--- src/rsa_pkg.sv ---
package rsa_pkg;

  // Data path width of the core
  localparam int DATA_W = 8;

  // Reset values of the datapath state
  localparam logic [7:0] ACC_RST  = 8'h00;
  localparam logic       FLAG_RST = 1'b0;

  // Constants used by the byte operations
  localparam logic [7:0] BYTE_ONE  = 8'h01;
  localparam logic [7:0] BYTE_ZERO = 8'h00;
  localparam logic [7:0] BYTE_ALL  = 8'hFF;

  // A skip costs one extra instruction slot (two cycles in total)
  localparam int SKIP_CYCLES = 2;

  // Operations handed over by the instruction decoder
  typedef enum logic [4:0] {
    OP_NOP,
    OP_ROT_LEFT_IN_PLACE,
    OP_ROT_LEFT_TO_ACC,
    OP_ROT_LEFT_THRU_CARRY,
    OP_ROT_LEFT_THRU_CARRY_TO_ACC,
    OP_ROT_RIGHT_IN_PLACE,
    OP_ROT_RIGHT_TO_ACC,
    OP_ROT_RIGHT_THRU_CARRY,
    OP_ROT_RIGHT_THRU_CARRY_TO_ACC,
    OP_SUB_BORROW,
    OP_SUB_BORROW_IMM,
    OP_SUB_BORROW_TO_MEM,
    OP_MINUS,
    OP_MINUS_TO_MEM,
    OP_MINUS_IMM,
    OP_DEC_SKIP_ZERO,
    OP_DEC_SKIP_ZERO_TO_ACC,
    OP_INC_SKIP_ZERO,
    OP_INC_SKIP_ZERO_TO_ACC,
    OP_SKIP_BIT_NONZERO,
    OP_SKIP_NONZERO,
    OP_SET_BYTE,
    OP_SET_BIT
  } rsa_op_t;

endpackage

--- src/rsa_alu.sv ---
`timescale 1ns/1ps
module rsa_alu
  import rsa_pkg::*;
(
  input  wire logic        clk,
  input  wire logic        rst_n,
  input  wire logic        instrValid,
  input  wire rsa_op_t     op,
  input  wire logic [7:0]  memData,
  input  wire logic [7:0]  immData,
  input  wire logic [2:0]  bitSel,
  output logic      [7:0]  accOut,
  output logic             carryFlag,
  output logic             halfCarryFlag,
  output logic             zeroFlag,
  output logic             signWrapFlag,
  output logic             signedCompareFlag,
  output logic             chainedZeroFlag,
  output logic             memWe,
  output logic      [7:0]  memWrData,
  output logic             skipPending,
  output logic             nullify,
  output logic             nullified
);

  // Complete datapath state kept in one register
  typedef struct packed {
    logic [7:0] acc;        // Accumulator
    logic       c;          // Carry
    logic       ac;         // Half carry
    logic       z;          // Zero
    logic       ov;         // Signed overflow
    logic       sc;         // Signed compare
    logic       cz;         // Chained zero
    logic       memWe;      // Memory write strobe, one cycle
    logic [7:0] memWd;      // Memory write data
    logic       skipNext;   // Next issued instruction is to be dropped
    logic       nullified;  // Last slot was a dropped instruction
  } rsa_state_t;

  rsa_state_t s;       // Current state
  rsa_state_t next_s;  // Next state

  logic [7:0] subB;      // Subtrahend: memory byte or immediate
  logic       subBorrow; // Subtract uses the carry flag
  logic [7:0] subDiff;   // Subtractor outputs
  logic       subC;
  logic       subAc;
  logic       subOv;
  logic       issue;     // An instruction really executes this cycle

  // One-hot mask of the selected bit; used by the bit test and the bit set
  function automatic logic [7:0] bitMask(input logic [2:0] sel);
    bitMask = BYTE_ONE << sel;
  endfunction

  // Writes flags common to every subtract form
  function automatic rsa_state_t subFlags(input rsa_state_t st, input logic [7:0] d,
                                          input logic c, input logic ac, input logic ov,
                                          input logic chained);
    rsa_state_t r;
    r     = st;
    r.c   = c;
    r.ac  = ac;
    r.ov  = ov;
    r.z   = (d == BYTE_ZERO);
    r.sc  = ov ^ d[7];
    // Borrow forms keep zero across a multi-byte chain
    r.cz  = chained ? (r.z & st.cz) : r.z;
    subFlags = r;
  endfunction

  // Immediate forms take the instruction's constant, the rest the memory byte
  always_comb begin
    subB      = (op == OP_SUB_BORROW_IMM || op == OP_MINUS_IMM) ? immData : memData;
    subBorrow = (op == OP_SUB_BORROW || op == OP_SUB_BORROW_IMM || op == OP_SUB_BORROW_TO_MEM);
  end

  rsa_subtractor #(
    .W          (DATA_W)
  ) u_rsa_subtractor (
    .minuend    (s.acc),
    .subtrahend (subB),
    .useBorrow  (subBorrow),
    .carryIn    (s.c),
    .diff       (subDiff),
    .carryOut   (subC),
    .halfCarry  (subAc),
    .signWrap   (subOv)
  );

  // A slot arriving behind a taken skip is swallowed, not executed
  assign issue   = instrValid && !s.skipNext;
  assign nullify = instrValid && s.skipNext;

  // Next-state logic: one instruction per valid slot
  always_comb begin
    next_s           = s;
    next_s.memWe     = 1'b0;
    next_s.nullified = 1'b0;
    if (nullify) begin
      // Dropped slot: no write, no flag, only the skip is consumed
      next_s.skipNext  = 1'b0;
      next_s.nullified = 1'b1;
    end else if (issue) begin
      unique case (op)
        OP_NOP: begin
        end
        OP_ROT_LEFT_IN_PLACE: begin
          next_s.memWe = 1'b1;
          next_s.memWd = {memData[6:0], memData[7]};
        end
        OP_ROT_LEFT_TO_ACC: begin
          next_s.acc = {memData[6:0], memData[7]};
        end
        OP_ROT_LEFT_THRU_CARRY: begin
          next_s.memWe = 1'b1;
          next_s.memWd = {memData[6:0], s.c};
          next_s.c     = memData[7];
        end
        OP_ROT_LEFT_THRU_CARRY_TO_ACC: begin
          next_s.acc = {memData[6:0], s.c};
          next_s.c   = memData[7];
        end
        OP_ROT_RIGHT_IN_PLACE: begin
          next_s.memWe = 1'b1;
          next_s.memWd = {memData[0], memData[7:1]};
        end
        OP_ROT_RIGHT_TO_ACC: begin
          next_s.acc = {memData[0], memData[7:1]};
        end
        OP_ROT_RIGHT_THRU_CARRY: begin
          next_s.memWe = 1'b1;
          next_s.memWd = {s.c, memData[7:1]};
          next_s.c     = memData[0];
        end
        OP_ROT_RIGHT_THRU_CARRY_TO_ACC: begin
          next_s.acc = {s.c, memData[7:1]};
          next_s.c   = memData[0];
        end
        OP_SUB_BORROW, OP_SUB_BORROW_IMM: begin
          next_s     = subFlags(s, subDiff, subC, subAc, subOv, 1'b1);
          next_s.acc = subDiff;
        end
        OP_SUB_BORROW_TO_MEM: begin
          next_s       = subFlags(s, subDiff, subC, subAc, subOv, 1'b1);
          next_s.memWe = 1'b1;
          next_s.memWd = subDiff;
        end
        OP_MINUS, OP_MINUS_IMM: begin
          next_s     = subFlags(s, subDiff, subC, subAc, subOv, 1'b0);
          next_s.acc = subDiff;
        end
        OP_MINUS_TO_MEM: begin
          next_s       = subFlags(s, subDiff, subC, subAc, subOv, 1'b0);
          next_s.memWe = 1'b1;
          next_s.memWd = subDiff;
        end
        OP_DEC_SKIP_ZERO: begin
          next_s.memWe    = 1'b1;
          next_s.memWd    = memData - BYTE_ONE;
          next_s.skipNext = (memData == BYTE_ONE);
        end
        OP_DEC_SKIP_ZERO_TO_ACC: begin
          next_s.acc      = memData - BYTE_ONE;
          next_s.skipNext = (memData == BYTE_ONE);
        end
        OP_INC_SKIP_ZERO: begin
          next_s.memWe    = 1'b1;
          next_s.memWd    = memData + BYTE_ONE;
          next_s.skipNext = (memData == BYTE_ALL);
        end
        OP_INC_SKIP_ZERO_TO_ACC: begin
          next_s.acc      = memData + BYTE_ONE;
          next_s.skipNext = (memData == BYTE_ALL);
        end
        OP_SKIP_BIT_NONZERO: begin
          next_s.skipNext = |(memData & bitMask(bitSel));
        end
        OP_SKIP_NONZERO: begin
          // Read and rewritten unchanged, so side effects of a write still occur
          next_s.memWe    = 1'b1;
          next_s.memWd    = memData;
          next_s.skipNext = (memData != BYTE_ZERO);
        end
        OP_SET_BYTE: begin
          next_s.memWe = 1'b1;
          next_s.memWd = BYTE_ALL;
        end
        OP_SET_BIT: begin
          next_s.memWe = 1'b1;
          next_s.memWd = memData | bitMask(bitSel);
        end
        default: begin
          // Unused opcode codes act as no operation
        end
      endcase
    end
  end

  // State register
  always_ff @(posedge clk or negedge rst_n) begin
    if (!rst_n) begin
      s <= '{acc: ACC_RST, c: FLAG_RST, ac: FLAG_RST, z: FLAG_RST, ov: FLAG_RST,
             sc: FLAG_RST, cz: FLAG_RST, memWe: 1'b0, memWd: ACC_RST,
             skipNext: 1'b0, nullified: 1'b0};
    end else begin
      s <= next_s;
    end
  end

  // Registered outputs
  assign accOut            = s.acc;
  assign carryFlag         = s.c;
  assign halfCarryFlag     = s.ac;
  assign zeroFlag          = s.z;
  assign signWrapFlag      = s.ov;
  assign signedCompareFlag = s.sc;
  assign chainedZeroFlag   = s.cz;
  assign memWe             = s.memWe;
  assign memWrData         = s.memWd;
  assign skipPending       = s.skipNext;
  assign nullified         = s.nullified;
endmodule

--- src/rsa_subtractor.sv ---
`timescale 1ns/1ps
// Eight-bit subtractor with optional borrow input and carry, half carry and overflow outputs
module rsa_subtractor
  import rsa_pkg::*;
#(
  parameter int W = DATA_W
) (
  input  wire logic [W-1:0] minuend,
  input  wire logic [W-1:0] subtrahend,
  input  wire logic         useBorrow,
  input  wire logic         carryIn,
  output logic      [W-1:0] diff,
  output logic              carryOut,
  output logic              halfCarry,
  output logic              signWrap
);

  logic         addCarry;  // Carry into the adder: inverted borrow
  logic [4:0]   lowSum;    // Low nibble with its carry
  logic [W:0]   fullSum;   // Whole byte with its carry

  // Subtraction as addition of the complement; carry set means no borrow
  always_comb begin
    addCarry  = useBorrow ? carryIn : 1'b1;
    lowSum    = {1'b0, minuend[3:0]} + {1'b0, ~subtrahend[3:0]} + {4'b0000, addCarry};
    fullSum   = {1'b0, minuend} + {1'b0, ~subtrahend} + {{W{1'b0}}, addCarry};
    diff      = fullSum[W-1:0];
    carryOut  = fullSum[W];
    halfCarry = lowSum[4];
    // Overflow when operand signs differ and the result sign left the minuend's
    signWrap  = (minuend[W-1] ^ subtrahend[W-1]) & (diff[W-1] ^ minuend[W-1]);
  end

endmodule

--- config.mk ---
export PLATFORM = sky130hd
export DESIGN_NAME = rsa_alu
export DESIGN_NICKNAME = d
export VERILOG_FILES = /design/src/rsa_pkg.sv /design/src/rsa_alu.sv /design/src/rsa_subtractor.sv
export SDC_FILE = /design/constraint.sdc
export NUM_CORES = 1
export LEC_CHECK = 0
export ABC_AREA = 1
export BUFFER_PORTS_ARGS = -buffer_cell sky130_fd_sc_hd__buf_2
export CORE_ASPECT_RATIO = 2
export CORE_MARGIN = 5
export CORE_UTILIZATION = 50
export CTS_CLUSTER_DIAMETER = 120
export DETAILED_ROUTE_END_ITERATION = 12
export GPL_TIMING_DRIVEN = 0
export HOLD_SLACK_MARGIN = 0.05
export PLACE_DENSITY = 0.72
export SLEW_MARGIN = 20
export SYNTH_ARGS = -nofsm -noshare
export SYNTH_HDL_FRONTEND = slang
export SYNTH_SLANG_ARGS = --single-unit
--- constraint.sdc ---
create_clock -name clk -period 2.8 [get_ports clk]
set_input_delay 0.14 -clock clk [delete_from_list [all_inputs] [get_ports clk]]
set_output_delay 0.14 -clock clk [all_outputs]
set_load 0.05 [all_outputs]
==> metrics.txt, run 1 <==
htree depth 1; Chip Height 121 µm; Post-Syn Area 0.00307 mm²; CTS tree yes; Syn Area/Cell 5.60 µm²; I/O pins 53; Synth Flop Type dfrtp_1; number of synthesized flops with an enable pin 0; Synth Instances 548; clock sink count 25; CP dominant cell by count buf_4; Max clock buf depth 2; core area 0.00601 mm²; WL/cell 17.6 µm; CP Capture Type flop; WP data required 2960 ps; Ant. Diodes 0; vias per std cell 5.71; clock tree root buffer cell clkbuf_16; Initial Utilization 51.1%; Sw Pwr 1130 µW; largest net degree at the start of global routing 26; DR pass1 iterations 6; vias in the first global route 3869; endpoints failing setup 0; GRT Total Usage 30.8%; Die X 65.4 µm; leakage power 0.00216 µW; Total Nets Final 664; overall routed net length 12000 µm; Critical Path AT 2950 ps; die area 0.00790 mm²; Slew Limit Fails 0; hold depth 4; Logic pwr share 61.6%; Hold Path Class in -> reg; endpoints failing hold 0; synthesis-to-finish area growth 25.5%; cell internal pwr 1080 µW; Power Density 572 mW/mm²; synthesized net count 589; yosys warns 0; grt ovf 0; Flop pwr share 23.5%; DRT iter0 DRCs 357; fraction of final layout cells sized beyond drive strength 1 22.0%; count of cell types in the netlist 33; Worst-path clk slew 60 ps; row cnt 40; Final Util 64.2%; Sw Ratio 51.0%; period utilization 99.7%; post-route clock skew 2.84 ps; Seq cells post-synth 25; crit path launch type input pin; vias 3911; clock share of power 15.0%; Setup Total Neg Slack 0 ps; status complete, no violations; routability cong. 0.984; Pwr Total 2210 µW; slew at the pin closest to its max-slew limit 794 ps; CP max stage cell ha_1; clk_lat worst skew 270 ps; number of port buffers 46; RSZ-0062 raised after global routing true; WS Path Type in -> reg; FF-to-FF path depth 20; Worst path max stage delay 330 ps; CP max FO 6; initial antenna violation count 0; number of max-cap violations 0; DP HPWL 9180 µm; drt drc 0; Num CTS Buffers 3; Tmin final 2790 ps; DRT antenna net count 0; Worst slew margin 46.9%; global-route wire length before repair 18700 µm; fmax 0.358 GHz; Seq/Total Area, Yosys 20.4%; ys async rst share 100%; peak supply drop 0.000694 V
cells by family after synthesis:
| logic type | after synthesis | synth area share (%) |
|---|---|---|
| compound gates | 50 | 8.92 |
| xor+xnor | 7 | 2.00 |
| fa+ha+maj | 14 | 6.44 |
| buf+inv | 68 | 8.72 |
| flops | 25 | 20.4 |
| simple gates | 384 | 53.5 |
Yosys cell counts, types with 5 or more instances:
cell,n,area [µm²]
ha_1,11,138
a21oi_1,13,65.1
nor2_1,74,278
buf_2,6,30.0
nand4_1,11,68.8
inv_2,5,18.8
nand2_2,9,56.3
dfrtp_1,25,626
nor3_1,7,35.0
clkbuf_1,6,22.5
xor2_1,6,52.6
nand2_1,207,777
nand3_1,64,320
inv_1,48,180
o21ai_0,26,130
layout by cell type (no fill, tap or decap), types with 3 or more instances in the layout:
master,count
nand4_1,11
o21ai_2,6
inv_2,5
o22ai_1,3
nor3_1,6
nor2_2,3
inv_1,45
nor2_1,72
nand3_2,4
ha_1,10
clkbuf_16,4
a21oi_1,11
dfrtp_1,24
nand2_1,197
o21ai_0,22
nand2_4,4
nand3b_1,3
buf_4,24
buf_2,48
clkbuf_1,4
xor2_1,6
nand3_1,63
nand2_2,15
nor2_4,3
path summary, 6_finish.rpt:
path | start | end | slack [ps]
setup / recovery | op[4] | accOut[5] | 7
hold / removal | instrValid | skipPending | 130
setup reg to reg | carryFlag | accOut[5] | 70
hold reg to reg | nullified | nullified | 470
max in group asynchronous | rst_n | carryFlag | 2000
min in group asynchronous | rst_n | nullified | 400
metal layers:
metal | part of all wire (%) | global-route usage (%) | routed length [µm] | vias to the layer above
met4 | 7.5 | 21.2 | 899 | 0
met5 | 0 | 0 | 0 | -
met3 | 4.5 | 3.53 | 541 | 61
met1 | 36 | 32.3 | 4280 | 1787
li1 | - | - | - | 1907
met2 | 52 | 55.0 | 6310 | 156
layout make-up:
class                      instances  area (µm²)
timing repair buffer              72         465
inverter                          55         219
sequential                        25         627
clock buffer                       3        75.1
buffer                            11        76.3
multi-input combinational        455        2300
fill                             586        2150
clock inverter                     1        7.51
tap                               63        78.8
stage by stage:
step / instances / worst slack [ps] / cell area [µm²] / hold WS [ps]
after global placement: 657 / -715 / 3410 / 153
after CTS: 680 / 2.70 / 3740 / 131
after floorplan: 548 / 3.87 / 3100 / -156
after global routing: 685 / -103 / 3850 / 169
after detailed placement: 657 / -757 / 3410 / 160
final: 685 / 7.49 / 3850 / 134
worst max-delay path: cells and delay by family:
family | cells | cell delay [ps]
buf+inv | 10 | 1250
simple gates | 14 | 1180
fa+ha+maj | 1 | 330
compound gates | 1 | 50
timing repair:
item | 4_1_cts | 5_1_grt
setup buffers | 19 | 5
endpoints found under the setup margin | 5 | 7
hold endpoints to repair | 25 | 0
gates resized for setup | 29 | 20
hold buffers | 1 | 0
pin swaps | 19 | 26
cloned | 1 | 0
power by group through the flow:
stage,sequential (µW),combinational [µW],clock (µW)
2_1_floorplan,800,533,0
3_3_place_gp,514,1100,0
3_5_place_dp,516,1120,0
4_1_cts,511,1240,338
5_1_grt,529,1460,342
6_report,517,1360,330
No activity file was read; power rests on OpenSTA's default activity.
==> run 2, diff against run 1 <==
Settings changed: ABC_AREA 1 to unset, PLACE_DENSITY 0.72 to 0.69.
==> metrics.txt, run 2 <==
vias 4128 (was 3911); clock sink count 25 (unchanged); Seq/Total Area, Yosys 19.3% (was 20.4%); register area 626 µm² (was 627 µm²); worst hold slack 118 ps (was 134 ps); Critical R2R Capture zeroFlag (was accOut[5]); post-route cell area 0.00408 mm² (was 0.00385 mm²); Post-Syn Area 0.00325 mm² (was 0.00307 mm²); Hold Path Class in -> reg (unchanged); area of the multi-input gates 0.00259 mm² (was 0.00230 mm²); initial antenna violation count 0 (unchanged); leakage power 0.00166 µW (was 0.00216 µW); number of max-cap violations 0 (unchanged); crit path launch type input pin (unchanged); GRT Total Usage 37.0% (was 30.8%); Initial Utilization 51.4% (was 51.1%); CP max FO 10 (was 6); most frequent cell after synthesis nor2_1 (was nand2_1); row cnt 41 (was 40); Hold EP nullified (was skipPending); htree depth 1 (unchanged); Die X 67.0 µm (was 65.4 µm); grt ovf 0 (unchanged); clk_lat worst skew 280 ps (was 270 ps); Setup Total Neg Slack -940 ps (was 0 ps); DRT iter0 DRCs 477 (was 357); Num CTS Buffers 3 (unchanged); drt drc 0 (unchanged); vias per std cell 7.13 (was 5.71); global-route wire length before repair 22400 µm (was 18700 µm); routability cong. 1.05 (was 0.984); ys async rst share 100% (unchanged); status finished, violations left (was complete, no violations); Ant. Diodes 0 (unchanged); synthesized net count 471 (was 589); fraction of final layout cells sized beyond drive strength 1 25.6% (was 22.0%); period utilization 109% (was 99.7%); Chip Height 124 µm (was 121 µm); worst setup margin -247 ps (was 7.49 ps); FF-to-FF path depth 9 (was 20); endpoints failing setup 5 (was 0); Synth Instances 430 (was 548); clock tree root buffer cell clkbuf_16 (unchanged); DR pass1 iterations 7 (was 6); vias in the first global route 4122 (was 3869); slew at the pin closest to its max-slew limit 982 ps (was 794 ps); Critical Path AT 3270 ps (was 2950 ps); Worst slew margin 34.6% (was 46.9%); overall routed net length 14900 µm (was 12000 µm); RSZ-0062 raised after global routing true (unchanged); endpoints failing hold 0 (unchanged); DRT antenna net count 0 (unchanged); count of cell types in the netlist 76 (was 33); Max clock buf depth 2 (unchanged); commonest non-fill, non-tap cell in the layout buf_2 (was nand2_1); synth top area cells dfrtp_1 (19%), a21oi_1 (4.8%), ha_1 (4.2%) (was nand2_1 (25%), dfrtp_1 (20%), nand3_1 (10%)); slack of the worst reg-to-reg path -130 ps (was 70 ps); largest net degree at the start of global routing 26 (unchanged); CTS tree yes (unchanged); most frequent cells in the layout buf_2 (48), nor2_1 (33), a21oi_1 (28) (was nand2_1 (197), nor2_1 (72), nand3_1 (63)); Worst-path clk slew 70 ps (was 60 ps); number of port buffers 47 (was 46); WS Path Type in -> reg (unchanged); Synth top area share 19.3% (was 25.3%); CP Capture Type flop (unchanged); Total Nets Final 535 (was 664); Final Util 64.6% (was 64.2%); commonest cells in the netlist nor2_1 (35), a21oi_1 (31), nand2_1 (26) (was nand2_1 (207), nor2_1 (74), nand3_1 (64)); synthesis-to-finish area growth 25.7% (was 25.5%); hold depth 2 (was 4); Syn Area/Cell 7.55 µm² (was 5.60 µm²); instance area at placement 0.00364 mm² (was 0.00341 mm²); Fillers 592 (was 586); r2r startpoint carryFlag (unchanged); peak supply drop 0.000236 V (was 0.000694 V); Power Density 555 mW/mm² (was 572 mW/mm²); fmax 0.328 GHz (was 0.358 GHz); post-route clock skew 5.12 ps (was 2.84 ps); hold_sp instrValid (unchanged); Seq cells post-synth 25 (unchanged); WL/cell 25.8 µm (was 17.6 µm); number of synthesized flops with an enable pin 0 (unchanged); core area 0.00631 mm² (was 0.00601 mm²); Slew Limit Fails 0 (unchanged); DP HPWL 11400 µm (was 9180 µm); Pwr Total 2270 µW (was 2210 µW); failing checks setup timing; die area 0.00830 mm² (was 0.00790 mm²); WP data required 3020 ps (was 2960 ps); Tmin final 3050 ps (was 2790 ps); I/O pins 53 (unchanged); largest area contributor in the netlist dfrtp_1 (was nand2_1); yosys warns 0 (unchanged); Synth Flop Type dfrtp_1 (unchanged)
==> run 2: cell count changes after synthesis, moves of 10 or more <==
cell / previous run / this run
nand2_1: 207 / 26
clkbuf_1: 6 / 22
nor2_1: 74 / 35
a31oi_1: 1 / 11
inv_1: 48 / 15
nor2b_1: 0 / 18
nand3_1: 64 / 21
a21oi_1: 13 / 31
==> run 2: worst max path at each step <==
stage | from | end | cells after the start
3_5_place_dp | op[1] | zeroFlag | 13
2_1_floorplan | op[4] | signWrapFlag | 16
5_1_grt | op[4] | zeroFlag | 13
4_1_cts | op[4] | zeroFlag | 17
3_3_place_gp | op[1] | zeroFlag | 13
6_report | op[4] | zeroFlag | 13
==> run 2: cell families (layout without fill, tap and decap cells) <==
family          after synthesis  count (layout)  share of synthesized area, %
buf+inv                      53             116                          6.90
flops                        25              25                          19.3
simple gates                172             172                          29.1
compound gates              143             143                          31.3
mux                          14              14                          4.93
fa+ha+maj                    14              14                          6.09
xor+xnor                      9               9                          2.43
==> run 2: through the flow <==
step | instances | worst slack, ps
global route | 579 | -330
finish | 579 | -247
detailed placement | 563 | -1210
CTS | 579 | -276
floorplan | 430 | -226
global placement | 563 | -1150
==> run 2: where the power goes <==
group | internal [µW] | switching, µW | total (µW)
clock network | 194 | 149 | 342
logic | 481 | 921 | 1400
registers | 443 | 78.3 | 521
total | 1120 | 1150 | 2270
==> run 2: area by class of cell <==
class / count / share of cell area, %
clock buffers: 3 / 1.84
multi-input cells: 352 / 63.4
inverters: 15 / 1.38
repair buffers: 66 / 11.1
plain buffers: 31 / 4.20
clock inverters: 1 / 0.123
flip-flops and latches: 25 / 15.3
well taps: 86 / 2.64
==> run 2: critical path, stage by stage <==
cell       delay [ps]
buf_8             100
clkbuf_1          230
nor2b_4           240
o21ai_2           100
nor3_4            200
fa_2              280
inv_1              70
fa_1              400
a21o_1            290
a221oi_4          360
xnor2_2           170
a2111oi_4         460
mux2_4            220
==> run 2: metal layers <==
layer,track usage [%],share of wire (%),vias up
li1,-,-,1772
met1,36.7,31,1935
met2,61.3,49,300
met3,7.22,7.9,121
met4,36.7,12,0
met5,0,0,-
==> run 2: repair_timing <==
item                                   4_1_cts  5_1_grt
setup endpoints to repair                   14       10
hold buffers                                 1        0
endpoints found under the hold margin       25        0
cloned                                       2        0
gates resized for setup                     36       17
pin swaps                                   12       10
buffers inserted                            12        4
